==> src/mscg_pkg.sv <==
/*
  package for the multi-source clock generator: register offsets, field
  positions, reset values, divider codes and operating mode enumeration.
  assumes nothing of its surroundings.
*/
package mscg_pkg;

  // register map, byte offsets on the plain register port
  localparam logic [3:0] MSCG_ADDR_CTRL1 = 4'h0;   // clock_gen_control_one
  localparam logic [3:0] MSCG_ADDR_CTRL2 = 4'h1;   // bus divider and oscillator control
  localparam logic [3:0] MSCG_ADDR_STAT = 4'h2;    // mode, lock and monitor status
  localparam logic [3:0] MSCG_ADDR_MODE = 4'h3;    // stop request and loop choice

  // field positions of control one
  localparam int MSCG_SRC_SEL_LSB = 6;
  localparam int MSCG_REF_DIV_LSB = 3;
  localparam int MSCG_REF_SEL_BIT = 2;
  localparam int MSCG_IR_OUT_EN_BIT = 1;
  localparam int MSCG_IRSTEN_BIT = 0;

  // field positions of control two
  localparam int MSCG_BUS_DIV_LSB = 6;
  localparam int MSCG_OSCEN_BIT = 2;
  localparam int MSCG_LP_BIT = 3;

  // field positions of the mode register
  localparam int MSCG_STOP_BIT = 0;
  localparam int MSCG_PLLS_BIT = 1;
  localparam int MSCG_CME_BIT = 2;

  // reset values
  localparam logic [7:0] MSCG_CTRL1_RST = 8'h04;   // loop source, div 1, internal ref
  localparam logic [7:0] MSCG_CTRL2_RST = 8'h40;   // bus divide by 2
  localparam logic [7:0] MSCG_MODE_RST = 8'h00;

  // clock source select codes
  localparam logic [1:0] MSCG_SRC_LOOP = 2'h0;
  localparam logic [1:0] MSCG_SRC_INT = 2'h1;
  localparam logic [1:0] MSCG_SRC_EXT = 2'h2;
  localparam logic [1:0] MSCG_SRC_RSVD = 2'h3;

  // reference divider code giving the largest ratio
  localparam logic [2:0] MSCG_REF_DIV_MAX = 3'h7;

  // divider counter width: 2^7 = 128 needs 7 bits
  localparam int MSCG_DIV_W = 7;

  // external clock monitor: cycles without an edge before failure
  localparam logic [7:0] MSCG_MON_LIMIT = 8'h40;
  // lock detector: reference divider ticks before lock
  localparam logic [7:0] MSCG_LOCK_LIMIT = 8'h20;

  // operating modes
  typedef enum logic [3:0] {
    MSCG_FLL_ENG_INT, MSCG_FLL_ENG_EXT, MSCG_FLL_BYP_INT, MSCG_FLL_BYP_EXT,
    MSCG_PLL_ENG_EXT, MSCG_PLL_BYP_EXT, MSCG_LP_BYP_INT, MSCG_LP_BYP_EXT, MSCG_STOP
  } mscg_mode_t;

  // register port request
  typedef struct packed {
    logic [3:0] addr;
    logic [7:0] wdata;
    logic wr;
    logic rd;
  } mscg_req_t;

endpackage

==> src/mscg_div.sv <==
/*
  power-of-two clock divider producing a one-cycle enable pulse and a
  divided square level. assumes a synchronous source enable on core_clk_i.
*/
`timescale 1ns/10ps
`default_nettype none
module mscg_div
  import mscg_pkg::*;
(
  input wire logic core_clk_i,
  input wire logic nrst_i,
  input wire logic src_en_i,        // one-cycle tick of the source
  input wire logic [2:0] shift_i,   // divide by 2^shift_i
  output logic tick_o,              // one pulse at each toggle of level_o
  output logic level_o              // divided square wave
);
  logic [MSCG_DIV_W-1:0] cnt_reg;
  logic [MSCG_DIV_W-1:0] cnt_next;
  logic [MSCG_DIV_W-1:0] last;
  logic level_reg;
  logic level_next;

  // terminal count is ratio minus one
  assign last = MSCG_DIV_W'((1 << shift_i) - 1);

  // next count and level
  always_comb begin
    cnt_next = cnt_reg;
    level_next = level_reg;
    if (src_en_i) begin
      if (cnt_reg >= last) begin
        cnt_next = '0;
        level_next = ~level_reg;
      end else begin
        cnt_next = cnt_reg + MSCG_DIV_W'(1);
      end
    end
  end

  // register the divider state
  always_ff @(posedge core_clk_i or negedge nrst_i) begin
    if (!nrst_i) begin
      cnt_reg <= '0;
      level_reg <= 1'b0;
    end else begin
      cnt_reg <= cnt_next;
      level_reg <= level_next;
    end
  end

  assign tick_o = src_en_i && (cnt_reg >= last);
  assign level_o = level_reg;
endmodule
`default_nettype wire

==> src/mscg_top.sv <==
/*
  multi-source clock generator core: register file, reference select and
  divider, source mux, bus divider, debug clock, stop gating, lock detect
  and external clock monitor. assumes clock sources arrive as levels from
  on-chip oscillators and are synchronised here; the controlled oscillator
  is given as a level.
*/
// Chosen here: the address-and-strobe port and the register addresses.
// Summary of operation
// - source code 00 selects loop output
// - code 01 internal, 10 external reference
// - reserved code 11 acts like 00
// - reference divider codes 0..4 divide 1..16
// - reference divider code 7 divides by 128
// - reference select bit: internal set, external clear
// - internal ref output only when enable set
// - stop keeps internal ref under enable conditions
// - selected source divided by 1,2,4,8
// - debug clock is controlled oscillator halved
// - nine operating modes supported
// - block controls external crystal oscillator
// - all signals stay on chip
// - pll lock detector flags lock changes
// - external clock monitor requests reset on failure
// - fll reference chosen by reference select
// - bus divider codes, reset divide by two
`timescale 1ns/10ps
`default_nettype none
module mscg_top
  import mscg_pkg::*;
(
  input wire logic core_clk_i,
  input wire logic nrst_i,
  input wire logic [3:0] reg_addr_i,     // register address
  input wire logic [7:0] reg_wdata_i,    // write data
  input wire logic reg_wr_i,             // write strobe
  input wire logic reg_rd_i,             // read strobe
  output logic [7:0] reg_rdata_o,        // read data, cycle after strobe
  input wire logic int_ref_i,            // internal reference level
  input wire logic ext_ref_i,            // external reference level
  input wire logic digitally_controlled_oscillator_i, // controlled oscillator level
  input wire logic pll_vco_i,            // pll vco output level
  output logic osc_enable_o,             // external oscillator enable
  output logic internal_ref_clock_out_o, // gated internal reference
  output logic generator_output_clock_o, // divided system clock
  output logic debug_interface_clock_o,  // dco divided by two
  output logic ref_div_clock_o,          // divided reference to loops
  output logic lock_event_o,             // pulse on lock gained or lost
  output logic clock_fail_reset_o        // monitor reset request
);
  mscg_req_t req;                        // bundled register request
  logic [7:0] ctrl1_reg, ctrl1_next;     // clock_gen_control_one
  logic [7:0] ctrl2_reg, ctrl2_next;     // bus divider, oscillator bits
  logic [7:0] mode_reg, mode_next;       // stop and loop choice
  logic [7:0] rdata_reg, rdata_next;     // read data
  logic [3:0] sync1_reg, sync2_reg;      // two-stage synchronisers
  logic [3:0] prev_reg;                  // previous synchronised level
  logic [3:0] rise;                      // rising edge of each source
  logic [3:0] swing;                     // either edge of each source
  logic [1:0] src_sel;                   // clock source select field
  logic [2:0] ref_div;                   // reference divider code
  logic ref_sel, ir_out_en, irsten, stop_req, plls, cme;
  logic ref_tick, ref_lvl, loop_tick, src_tick, bus_lvl, dbg_lvl;
  mscg_mode_t opmode_reg, opmode_next;   // decoded mode
  mscg_mode_t pre_stop_reg, pre_stop_next;
  logic ir_run;
  logic [7:0] mon_reg, mon_next;         // cycles since external edge
  logic fail_reg, fail_next;
  logic [7:0] lockc_reg, lockc_next;     // lock stability counter
  logic lock_reg, lock_next;

  assign req = '{addr: reg_addr_i, wdata: reg_wdata_i, wr: reg_wr_i, rd: reg_rd_i};

  // field extraction
  assign src_sel = ctrl1_reg[MSCG_SRC_SEL_LSB +: 2];
  assign ref_div = ctrl1_reg[MSCG_REF_DIV_LSB +: 3];
  assign ref_sel = ctrl1_reg[MSCG_REF_SEL_BIT];
  assign ir_out_en = ctrl1_reg[MSCG_IR_OUT_EN_BIT];
  assign irsten = ctrl1_reg[MSCG_IRSTEN_BIT];
  assign stop_req = mode_reg[MSCG_STOP_BIT];
  assign plls = mode_reg[MSCG_PLLS_BIT];
  assign cme = mode_reg[MSCG_CME_BIT];

  // synchronise the four source levels through two flops
  always_ff @(posedge core_clk_i or negedge nrst_i) begin
    if (!nrst_i) begin
      sync1_reg <= '0;
      sync2_reg <= '0;
      prev_reg <= '0;
    end else begin
      sync1_reg <= {pll_vco_i, digitally_controlled_oscillator_i, ext_ref_i, int_ref_i};
      sync2_reg <= sync1_reg;
      prev_reg <= sync2_reg;
    end
  end
  assign rise = sync2_reg & ~prev_reg;
  // both edges feed the ratio dividers so that code zero passes the source
  assign swing = sync2_reg ^ prev_reg;

  // register writes and read data
  always_comb begin
    ctrl1_next = ctrl1_reg;
    ctrl2_next = ctrl2_reg;
    mode_next = mode_reg;
    rdata_next = '0;
    if (req.wr) begin
      if (req.addr == MSCG_ADDR_CTRL1) begin
        ctrl1_next = req.wdata;
      end else if (req.addr == MSCG_ADDR_CTRL2) begin
        ctrl2_next = req.wdata;
      end else if (req.addr == MSCG_ADDR_MODE) begin
        mode_next = req.wdata;
      end
    end
    if (req.rd) begin
      if (req.addr == MSCG_ADDR_CTRL1) begin
        rdata_next = ctrl1_reg;
      end else if (req.addr == MSCG_ADDR_CTRL2) begin
        rdata_next = ctrl2_reg;
      end else if (req.addr == MSCG_ADDR_STAT) begin
        rdata_next = {fail_reg, lock_reg, ir_run, 1'b0, 4'(opmode_reg)};
      end else if (req.addr == MSCG_ADDR_MODE) begin
        rdata_next = mode_reg;
      end
      // unmapped addresses read zero
    end
  end

  always_ff @(posedge core_clk_i or negedge nrst_i) begin
    if (!nrst_i) begin
      ctrl1_reg <= MSCG_CTRL1_RST;
      ctrl2_reg <= MSCG_CTRL2_RST;
      mode_reg <= MSCG_MODE_RST;
      rdata_reg <= '0;
    end else begin
      ctrl1_reg <= ctrl1_next;
      ctrl2_reg <= ctrl2_next;
      mode_reg <= mode_next;
      rdata_reg <= rdata_next;
    end
  end
  assign reg_rdata_o = rdata_reg;

  // reference chosen for divider and fll: internal when set
  // divide by 2^code, covering 1..16, 32, 64 and 128
  mscg_div u_ref_div (
    .core_clk_i(core_clk_i),
    .nrst_i(nrst_i),
    .src_en_i(ref_sel ? swing[0] : swing[1]),
    .shift_i(ref_div),
    .tick_o(ref_tick),
    .level_o(ref_lvl)
  );

  // loop output is the controlled oscillator in fll modes, vco in pll modes
  assign loop_tick = plls ? swing[3] : swing[2];

  // source mux; reserved code falls back to loop
  always_comb begin
    case (src_sel)
      MSCG_SRC_INT: src_tick = swing[0];
      MSCG_SRC_EXT: src_tick = swing[1];
      default: src_tick = loop_tick;
    endcase
  end

  // bus divider by 1,2,4,8 on the chosen source
  mscg_div u_bus_div (
    .core_clk_i(core_clk_i),
    .nrst_i(nrst_i),
    .src_en_i(src_tick),
    .shift_i({1'b0, ctrl2_reg[MSCG_BUS_DIV_LSB +: 2]}),
    .tick_o(),
    .level_o(bus_lvl)
  );

  // debug clock is the controlled oscillator halved in every mode
  mscg_div u_dbg_div (
    .core_clk_i(core_clk_i),
    .nrst_i(nrst_i),
    .src_en_i(rise[2]),
    .shift_i(3'h0),
    .tick_o(),
    .level_o(dbg_lvl)
  );

  // mode decode from source, reference and low power bits
  always_comb begin
    pre_stop_next = pre_stop_reg;
    if (stop_req) begin
      opmode_next = MSCG_STOP;
    end else begin
      case (src_sel)
        MSCG_SRC_INT: opmode_next = ctrl2_reg[MSCG_LP_BIT] ? MSCG_LP_BYP_INT : MSCG_FLL_BYP_INT;
        MSCG_SRC_EXT: begin
          if (ctrl2_reg[MSCG_LP_BIT]) begin
            opmode_next = MSCG_LP_BYP_EXT;
          end else begin
            opmode_next = plls ? MSCG_PLL_BYP_EXT : MSCG_FLL_BYP_EXT;
          end
        end
        default: begin
          if (plls) begin
            opmode_next = MSCG_PLL_ENG_EXT;
          end else begin
            opmode_next = ref_sel ? MSCG_FLL_ENG_INT : MSCG_FLL_ENG_EXT;
          end
        end
      endcase
      pre_stop_next = opmode_next;
    end
  end

  always_ff @(posedge core_clk_i or negedge nrst_i) begin
    if (!nrst_i) begin
      opmode_reg <= MSCG_FLL_ENG_INT;
      pre_stop_reg <= MSCG_FLL_ENG_INT;
    end else begin
      opmode_reg <= opmode_next;
      pre_stop_reg <= pre_stop_next;
    end
  end

  // internal reference runs outside stop; in stop only if enabled and
  // either output enabled or entered from an internal-ref mode
  assign ir_run = (opmode_reg != MSCG_STOP) ||
                  (irsten && (ir_out_en || pre_stop_reg == MSCG_FLL_ENG_INT ||
                   pre_stop_reg == MSCG_FLL_BYP_INT || pre_stop_reg == MSCG_LP_BYP_INT));

  // external clock monitor and pll lock detector
  always_comb begin
    mon_next = mon_reg;
    fail_next = fail_reg;
    lockc_next = lockc_reg;
    lock_next = lock_reg;
    if (rise[1]) begin
      mon_next = '0;
    end else if (mon_reg != MSCG_MON_LIMIT) begin
      mon_next = mon_reg + 8'h01;
    end
    // failure only watched when monitor enabled and oscillator used
    fail_next = cme && ctrl2_reg[MSCG_OSCEN_BIT] && (mon_reg == MSCG_MON_LIMIT);
    // lock after reference ticks with pll selected; cleared when pll off or external reference stalled in a cycle without vco rise
    if (!plls || !rise[3] && (mon_reg == MSCG_MON_LIMIT)) begin
      lockc_next = '0;
      lock_next = 1'b0;
    end else if (ref_tick) begin
      if (lockc_reg == MSCG_LOCK_LIMIT) begin
        lock_next = 1'b1;
      end else begin
        lockc_next = lockc_reg + 8'h01;
      end
    end
  end

  always_ff @(posedge core_clk_i or negedge nrst_i) begin
    if (!nrst_i) begin
      mon_reg <= '0;
      fail_reg <= 1'b0;
      lockc_reg <= '0;
      lock_reg <= 1'b0;
    end else begin
      mon_reg <= mon_next;
      fail_reg <= fail_next;
      lockc_reg <= lockc_next;
      lock_reg <= lock_next;
    end
  end

  // all outputs go to on-chip logic only
  assign osc_enable_o = ctrl2_reg[MSCG_OSCEN_BIT];
  assign internal_ref_clock_out_o = ir_out_en && ir_run && sync2_reg[0];
  assign generator_output_clock_o = bus_lvl;
  assign debug_interface_clock_o = dbg_lvl;
  assign ref_div_clock_o = ref_lvl;
  assign lock_event_o = lock_reg != lock_next;
  assign clock_fail_reset_o = fail_reg;

  // checks
  chk_src_int_sel: assert property (@(posedge core_clk_i) disable iff (!nrst_i)
    (src_sel == MSCG_SRC_INT) |-> (src_tick == swing[0]))
    else $error("internal source not selected");
  chk_src_rsvd: assert property (@(posedge core_clk_i) disable iff (!nrst_i)
    (src_sel == MSCG_SRC_RSVD) |-> (src_tick == loop_tick))
    else $error("reserved code not treated as loop");
  chk_src_loop: assert property (@(posedge core_clk_i) disable iff (!nrst_i)
    (src_sel == MSCG_SRC_LOOP) |-> (src_tick == loop_tick))
    else $error("loop source not selected");
  chk_irclk_gate: assert property (@(posedge core_clk_i) disable iff (!nrst_i)
    !ir_out_en |-> !internal_ref_clock_out_o)
    else $error("internal ref out active while disabled");
  chk_stop_gate: assert property (@(posedge core_clk_i) disable iff (!nrst_i)
    (opmode_reg == MSCG_STOP && !irsten) |-> !ir_run)
    else $error("internal ref running in stop without enable");
  chk_dbg_half: assert property (@(posedge core_clk_i) disable iff (!nrst_i)
    rise[2] |=> (dbg_lvl != $past(dbg_lvl)))
    else $error("debug clock not oscillator halved");
  chk_reference_divider_max: assert property (@(posedge core_clk_i) disable iff (!nrst_i)
    (ref_div == MSCG_REF_DIV_MAX && ref_tick) |-> (u_ref_div.cnt_reg == 7'h7f))
    else $error("reference divider not 128");
  chk_write_ctrl1: assert property (@(posedge core_clk_i) disable iff (!nrst_i)
    (reg_wr_i && reg_addr_i == MSCG_ADDR_CTRL1) |=> (ctrl1_reg == $past(reg_wdata_i)))
    else $error("control one write lost");
  chk_fail_reset: assert property (@(posedge core_clk_i) disable iff (!nrst_i)
    clock_fail_reset_o |-> $past(cme))
    else $error("monitor reset without enable");
  cov_pll_eng: cover property (@(posedge core_clk_i) opmode_reg == MSCG_PLL_ENG_EXT);
  cov_stop_run: cover property (@(posedge core_clk_i) opmode_reg == MSCG_STOP && ir_run);
  cov_lock: cover property (@(posedge core_clk_i) lock_event_o);
endmodule
`default_nettype wire

==> config.mk <==
export PLATFORM = sky130hd
export DESIGN_NAME = mscg_top
export DESIGN_NICKNAME = d
export VERILOG_FILES = /design/src/mscg_pkg.sv /design/src/mscg_div.sv /design/src/mscg_top.sv
export SDC_FILE = /design/constraint.sdc
export NUM_CORES = 1
export LEC_CHECK = 0
export ABC_AREA = 1
export BUFFER_PORTS_ARGS = -buffer_cell sky130_fd_sc_hd__buf_2
export CORE_UTILIZATION = 50
export CTS_CLUSTER_SIZE = 10
export DETAILED_ROUTE_END_ITERATION = 8
export HOLD_SLACK_MARGIN = 0.03
export MAX_ROUTING_LAYER = met4
export PLACE_DENSITY = 0.78
export SYNTH_ARGS = -nofsm -noshare
export SYNTH_HDL_FRONTEND = slang
export SYNTH_HIERARCHICAL = 1
export SYNTH_SLANG_ARGS = --single-unit
==> constraint.sdc <==
create_clock -name core_clk_i -period 2.35 [get_ports core_clk_i]
set_input_delay 0.3525 -clock core_clk_i [delete_from_list [all_inputs] [get_ports core_clk_i]]
set_output_delay 0.3525 -clock core_clk_i [all_outputs]
set_load 0.005 [all_outputs]
# --- Word-level counts from Yosys, hierarchy flattened ---
# Cells that the tools add are included.
totals:
  regBits: 94
  latch_bits: 0
  mem_bits_rw: 0
  rom_bits: 0
  inputBits: 20
  out_inout_bits: 15
  memories: 0
op_classes:
  add_sub_neg: 7
  mul: 0
  div: 0
  order_cmp: 3
  n_eq_ne: 13
  shift: 2
  muxes: 26
  bitwise: 8
  n_reduce_logical: 25
ops:
  columns: ["cell", "n"]
  rows:
  - ["8-bit two-way mux", 10]
  - ["7-bit by 1-bit adder with 7-bit output, second input constant", 3]
  - ["7-bit two-way mux", 3]
  - ["8-bit by 1-bit adder with 8-bit output, second input constant", 2]
  - ["7-bit greater-or-equal comparator", 2]
  - ["7-bit by 2-bit subtractor with 7-bit output, second input constant", 2]
  - ["4-bit by 2-bit == test with 1-bit output, second input constant", 3]
  - ["3-bit two-way mux", 4]
  - ["2-bit AND reduction", 5]
  - ["8-bit by 6-bit == test with 1-bit output, second input constant", 1]
  - ["8-bit by 7-bit == test with 1-bit output, second input constant", 1]
  - ["4-bit logical NOT", 2]
  - ["8-bit by 7-bit inequality test with 1-bit output, second input constant", 1]
  - ["7-bit by 1-bit greater-or-equal comparator with 1-bit output, second input constant", 1]
  - ["1-bit logical AND", 7]
  - ["1-bit by 2-bit << shifter with 7-bit output, first input constant", 1]
  - ["1-bit by 3-bit << shifter with 7-bit output, first input constant", 1]
  - ["1-bit two-way mux", 6]
  - ["3-bit one-hot mux with 2 select lines", 1]
  - ["1-bit logical OR", 5]
  - ["1-bit NOT", 5]
  - ["4-bit AND", 1]
  - ["4-bit by 1-bit == test with 1-bit output, second input constant", 1]
  - ["4-bit by 3-bit == test with 1-bit output, second input constant", 1]
  - ["other kinds (13)", 15]

# --- Longest topological paths before layout ---
logic_depth:
  depth_word: 10
  ltp_mapped: 15

# --- By module ---
# Netlist, hierarchy kept.
by_module_without_submodules:
  columns: ["module", "instances", "cells_per_inst", "area_per_inst_um2", "seq_area_each_um2"]
  rows:
  - ["mscg_top", 1, 375, 3268.1, 1729.2]
  - ["mscg_div", 3, 83, 643.1, 200.2]

# --- Worst setup path after synthesis ---
# OpenSTA, ideal clock, no wires.
synth_timing:
  path_type: "flip-flop to output port"
  start: "register ctrl1_reg[4]"
  end: "output port lock_event_o"
  arrival_ns: 1.715
  required_time_ns: 1.997
  path_slack_ns: 0.283
  path_stages_with_launch: 14
  path_cell_list: "dfrtp_1 > nor2_1 > nand2_1 > ha_1 > nand2_1 > nor2_1 > nand3_1 > nand3_2 > nand2_2 > inv_2 > inv_1 > nor2_1 > nand2_1 > a21oi_1"
synth_via:
  elab_chain_cells: 7
synth_rtl:
  columns: ["element", "line_no", "text"]
  rows:
  - ["start: declaration", "mscg_top.sv:52", "logic [7:0] ctrl1_reg, ctrl1_next;"]
  - ["start signal: assignment", "mscg_top.sv:136", "ctrl1_reg <= ctrl1_next;"]
  - ["1-bit by 3-bit << shifter with 7-bit output", "mscg_div.sv:24", "assign last = MSCG_DIV_W'((1 << shift_i) - 1);"]
  - ["7-bit by 2-bit subtractor with 7-bit output", "mscg_div.sv:24", null]
  - ["7-bit greater-or-equal comparator", "mscg_div.sv:51", "assign tick_o = src_en_i && (cnt_reg >= last);"]
  - ["1-bit logical AND", "mscg_div.sv:51", null]
  - ["net ref_tick", "mscg_top.sv:63", "logic ref_tick, ref_lvl, loop_tick, src_tick, bus_lvl, dbg_lvl;"]
  - ["1-bit two-way mux", "mscg_top.sv:247", "end else if (ref_tick) begin"]
  - ["1-bit two-way mux", "mscg_top.sv:244", "if (!plls || !rise[3] && (mon_reg == MSCG_MON_LIMIT)) begin"]
  - ["1-bit inequality test", "mscg_top.sv:276", "assign lock_event_o = lock_reg != lock_next;"]
  - ["end: declaration", "mscg_top.sv:48", "output logic lock_event_o,"]
# The timed path passes the listed nets, and every way through them passes these cells.

# --- Final worst setup path ---
# Same ends and word-level chain as after synthesis.

==> results.txt <==
Status - finished, violations left
Violated checks - setup timing
Synth Area in Compound Gates - 9.990%
R2r endpoint - lockc_reg[0]
First-pass GRT wire length - 18860 microns
Hold Vio Cnt, Final - 0
Pre-antenna DRT Iters - 6
Clk sink count - 93
Critical path's largest stage delay - 470 ps
CP dominant cell by count - nand2_1
Crit path DAT - 2310 ps
Peak supply drop - 412.4 uV
Initial drt markers - 206
Clock power share - 21.7%
Fmax - 0.3751 GHz
CP Data Required Time - 2000 ps
Final WS setup - -315.7 ps
CP startpoint kind - flop
Largest net degree at the start of global routing - 50
Commonest non-fill, non-tap cell in the layout - nand2_1
Reg2Reg Setup Slack - 230 ps
Ant diodes - 0
Synth Instances - 624
IO Count - 35
Die Height - 104.0 microns
Skew-Pair Late Insertion Delay - 370 ps
Slowest-stage cell, CP - dfrtp_2
H-tree depth - 3
Root Driver - clkbuf_8
Clock transition at the registers of the reported paths - 100 ps
Num rows - 36
Adder and majority gate portion of the synthesized area - 7.944%
Gpl congestion - 0.9769
Crit-path cells - nor2_4 > nand2_1 > ha_1 > nand2_1 > nor2_1 > nand3_1 > nand3_2 > nand2_2 > inv_2 > inv_2 > nor2_1 > nand2_1 > a21oi_2 > buf_2
Core area - 9910 sq um
Detailed Place HPWL - 8235 microns
Commonest cells after routing, fill and taps aside - 161 x nand2_1, 89 x dfrtp_1, 88 x inv_1
CTS buffer count - 9
Tmin final - 2666 ps
P_sw - 0.001971 W
Synth warnings - 6
RSZ-0062 raised after global routing - true
TritonCTS clock tree - yes
Clock Path Buffers - 2
Post-Place Cells - 810
Area grow syn2layout - 13.17%
Leak Pwr - 3.077 nW
Power per Cell Area - 873.2 nW/um^2
Critical path launch point - ctrl1_reg[4]
Post-synthesis async set-or-reset flop share - 100.0%
Max Cap Viol - 0
Top FF cell, synth - dfrtp_1
Die area - 10810 sq um
Seq/Total Area, Yosys - 44.82%
Initial Utilization - 52.45%
Slew Viols, Final - 0
Comb pwr share - 34.4%
Crit path max fanout - 6
WL final - 11010 microns
Final TNS setup - -315.7 ps
Main combinational cell family by area after synthesis - simple AND/OR/NAND/NOR gates
Clk_skew - 14.57 ps
Synth unique cells - 34
Post-synth EDFFs - 0
Crit Path Class - reg -> out
Vias per cell - 5.072
Sequential share of power - 43.8%
GRT Total Usage - 22.35%
R2R depth - 12
DRC viols - 0
Nets - 747
PortBufs - 34
Final period util - 113.4%
Critical path endpoint - lock_event_o
Total power - 0.005136 W
Switch share - 38.38%
Die Width - 104.0 microns
R2R Path Start - ctrl1_reg[5]
Fin cells - 832
Initial antenna violation count - 0
Gr ovfl total - 0
Synth Area in Simple Gates - 25.88%
Final setup vio count - 1
Synthesized cell area - 5197 sq um
Vias in the first global route - 4265
Detail Route Antenna Nets - 0
Register bit total from synthesis - 93
Routed via count - 4220
Routed len/inst - 13.24 microns
P_int - 0.003165 W
Post-Synth XOR/XNOR Area - 2.696%
Fin Hold WS - 87.33 ps
Mux share of post-synthesis cell area - 0.1926%
Syn avg cell area - 8.329 sq um
Worst Setup End Kind - output pin
Share of layout cells above drive strength 1 - 17.45%
Min-Delay Path Class - in -> reg
## what timing repair did
action / CTS / global route
endpoints found under the setup margin: 1 / 1
hold buffers: 1 / 0
endpoints found under the hold margin: 17 / 0
resized for setup: 5 / 3
pin swaps: 1 / 1
buffers inserted: 4 / 1
## per-layer routing
| metal | vias up | wire [microns] | part of all wire [%] | GRT usage (%) |
|---|---|---|---|---|
| met1 | 1996 | 4930 | 45 | 26.40 |
| met3 | 33 | 376 | 3.4 | 3.070 |
| li1 | 2100 | - | - | - |
| met2 | 91 | 5300 | 48 | 36.19 |
| met4 | 0 | 404 | 3.7 | 13.98 |
| met5 | - | 0 | 0 | - |
## critical path: cells and delay by family, from the launching register on
| family | cells | cell delay, ps |
|---|---|---|
| AND/OR/NAND/NOR | 9 | 840 |
| flip-flops | 1 | 470 |
| adder cells (fa/ha/maj) | 1 | 270 |
| AO/OA/AOI/OAI | 1 | 120 |
| buffers and inverters | 3 | 240 |
## area by class of cell
type | instances | area [sq um]
repair buffers | 46 | 277.8
clock buffers | 10 | 137.6
well taps | 133 | 166.4
inverters | 95 | 364.1
clock inverters | 6 | 68.82
multi-input cells | 449 | 2535
flip-flops and latches | 93 | 2332
fillers | 853 | 4028
## power by group through the flow
stage	Clock (W)	Sequential, W	Combinational (W)
3_5_place_dp	0	0.00227	0.00162
3_3_place_gp	0	0.00226	0.00152
6_report	0.00112	0.00225	0.00177
5_1_grt	0.00120	0.00230	0.00199
4_1_cts	0.00114	0.00225	0.00172
2_1_floorplan	0	0.00218	0.00122
## synth_stat cells (3+ instances only)
library cell  count  area [sq um]
ha_1             33         412.9
nor2_4            8         90.09
xnor2_1           4         35.03
o21ai_2          12         105.1
nand3_1          36         180.2
buf_6             6         67.56
o21ai_1          13         65.06
inv_4             3         18.77
inv_2             3         11.26
nand3_2           9         90.09
inv_1            89         334.1
nand2_4           7         78.83
dfrtp_1          91          2277
nand4_1           6         37.54
a21oi_2           4         35.03
a21oi_1          19         95.09
nand2_2           5         31.28
nand2_1         161         604.3
o21ai_0          33         165.2
nor2_1           52         195.2
xor2_1           12         105.1
## logic make-up after synthesis
group | count (synthesis)
AO/OA/AOI/OAI | 88
XOR/XNOR | 16
adder cells (fa/ha/maj) | 33
buffers and inverters | 102
flip-flops | 93
multiplexers | 1
other | 1
AND/OR/NAND/NOR | 290
## metrics by stage
stage	cell area [sq um]	util (%)	worst slack [ps]
after floorplan	5273	-	282.6
after global placement	5597	56.48	77.62
after detailed placement	5597	56.48	28.38
after CTS	5853	59.07	-268.3
after global routing	5882	59.36	-420.1
final	5882	59.36	-315.7
## worst min-delay path by stage
| stage | from | endpoint | slack (ps) | depth (start not counted) |
|---|---|---|---|---|
| floorplan | nrst_i | clock_fail_reset_o | 60 | 0 |
| global placement | nrst_i | clock_fail_reset_o | 250 | 1 |
| detailed placement | nrst_i | clock_fail_reset_o | 250 | 1 |
| CTS | pll_vco_i | sync1_reg[3] | 70 | 1 |
| global route | ext_ref_i | sync1_reg[1] | 70 | 1 |
| finish | pll_vco_i | sync1_reg[3] | 90 | 1 |
No activity file was read; power rests on OpenSTA's default activity.
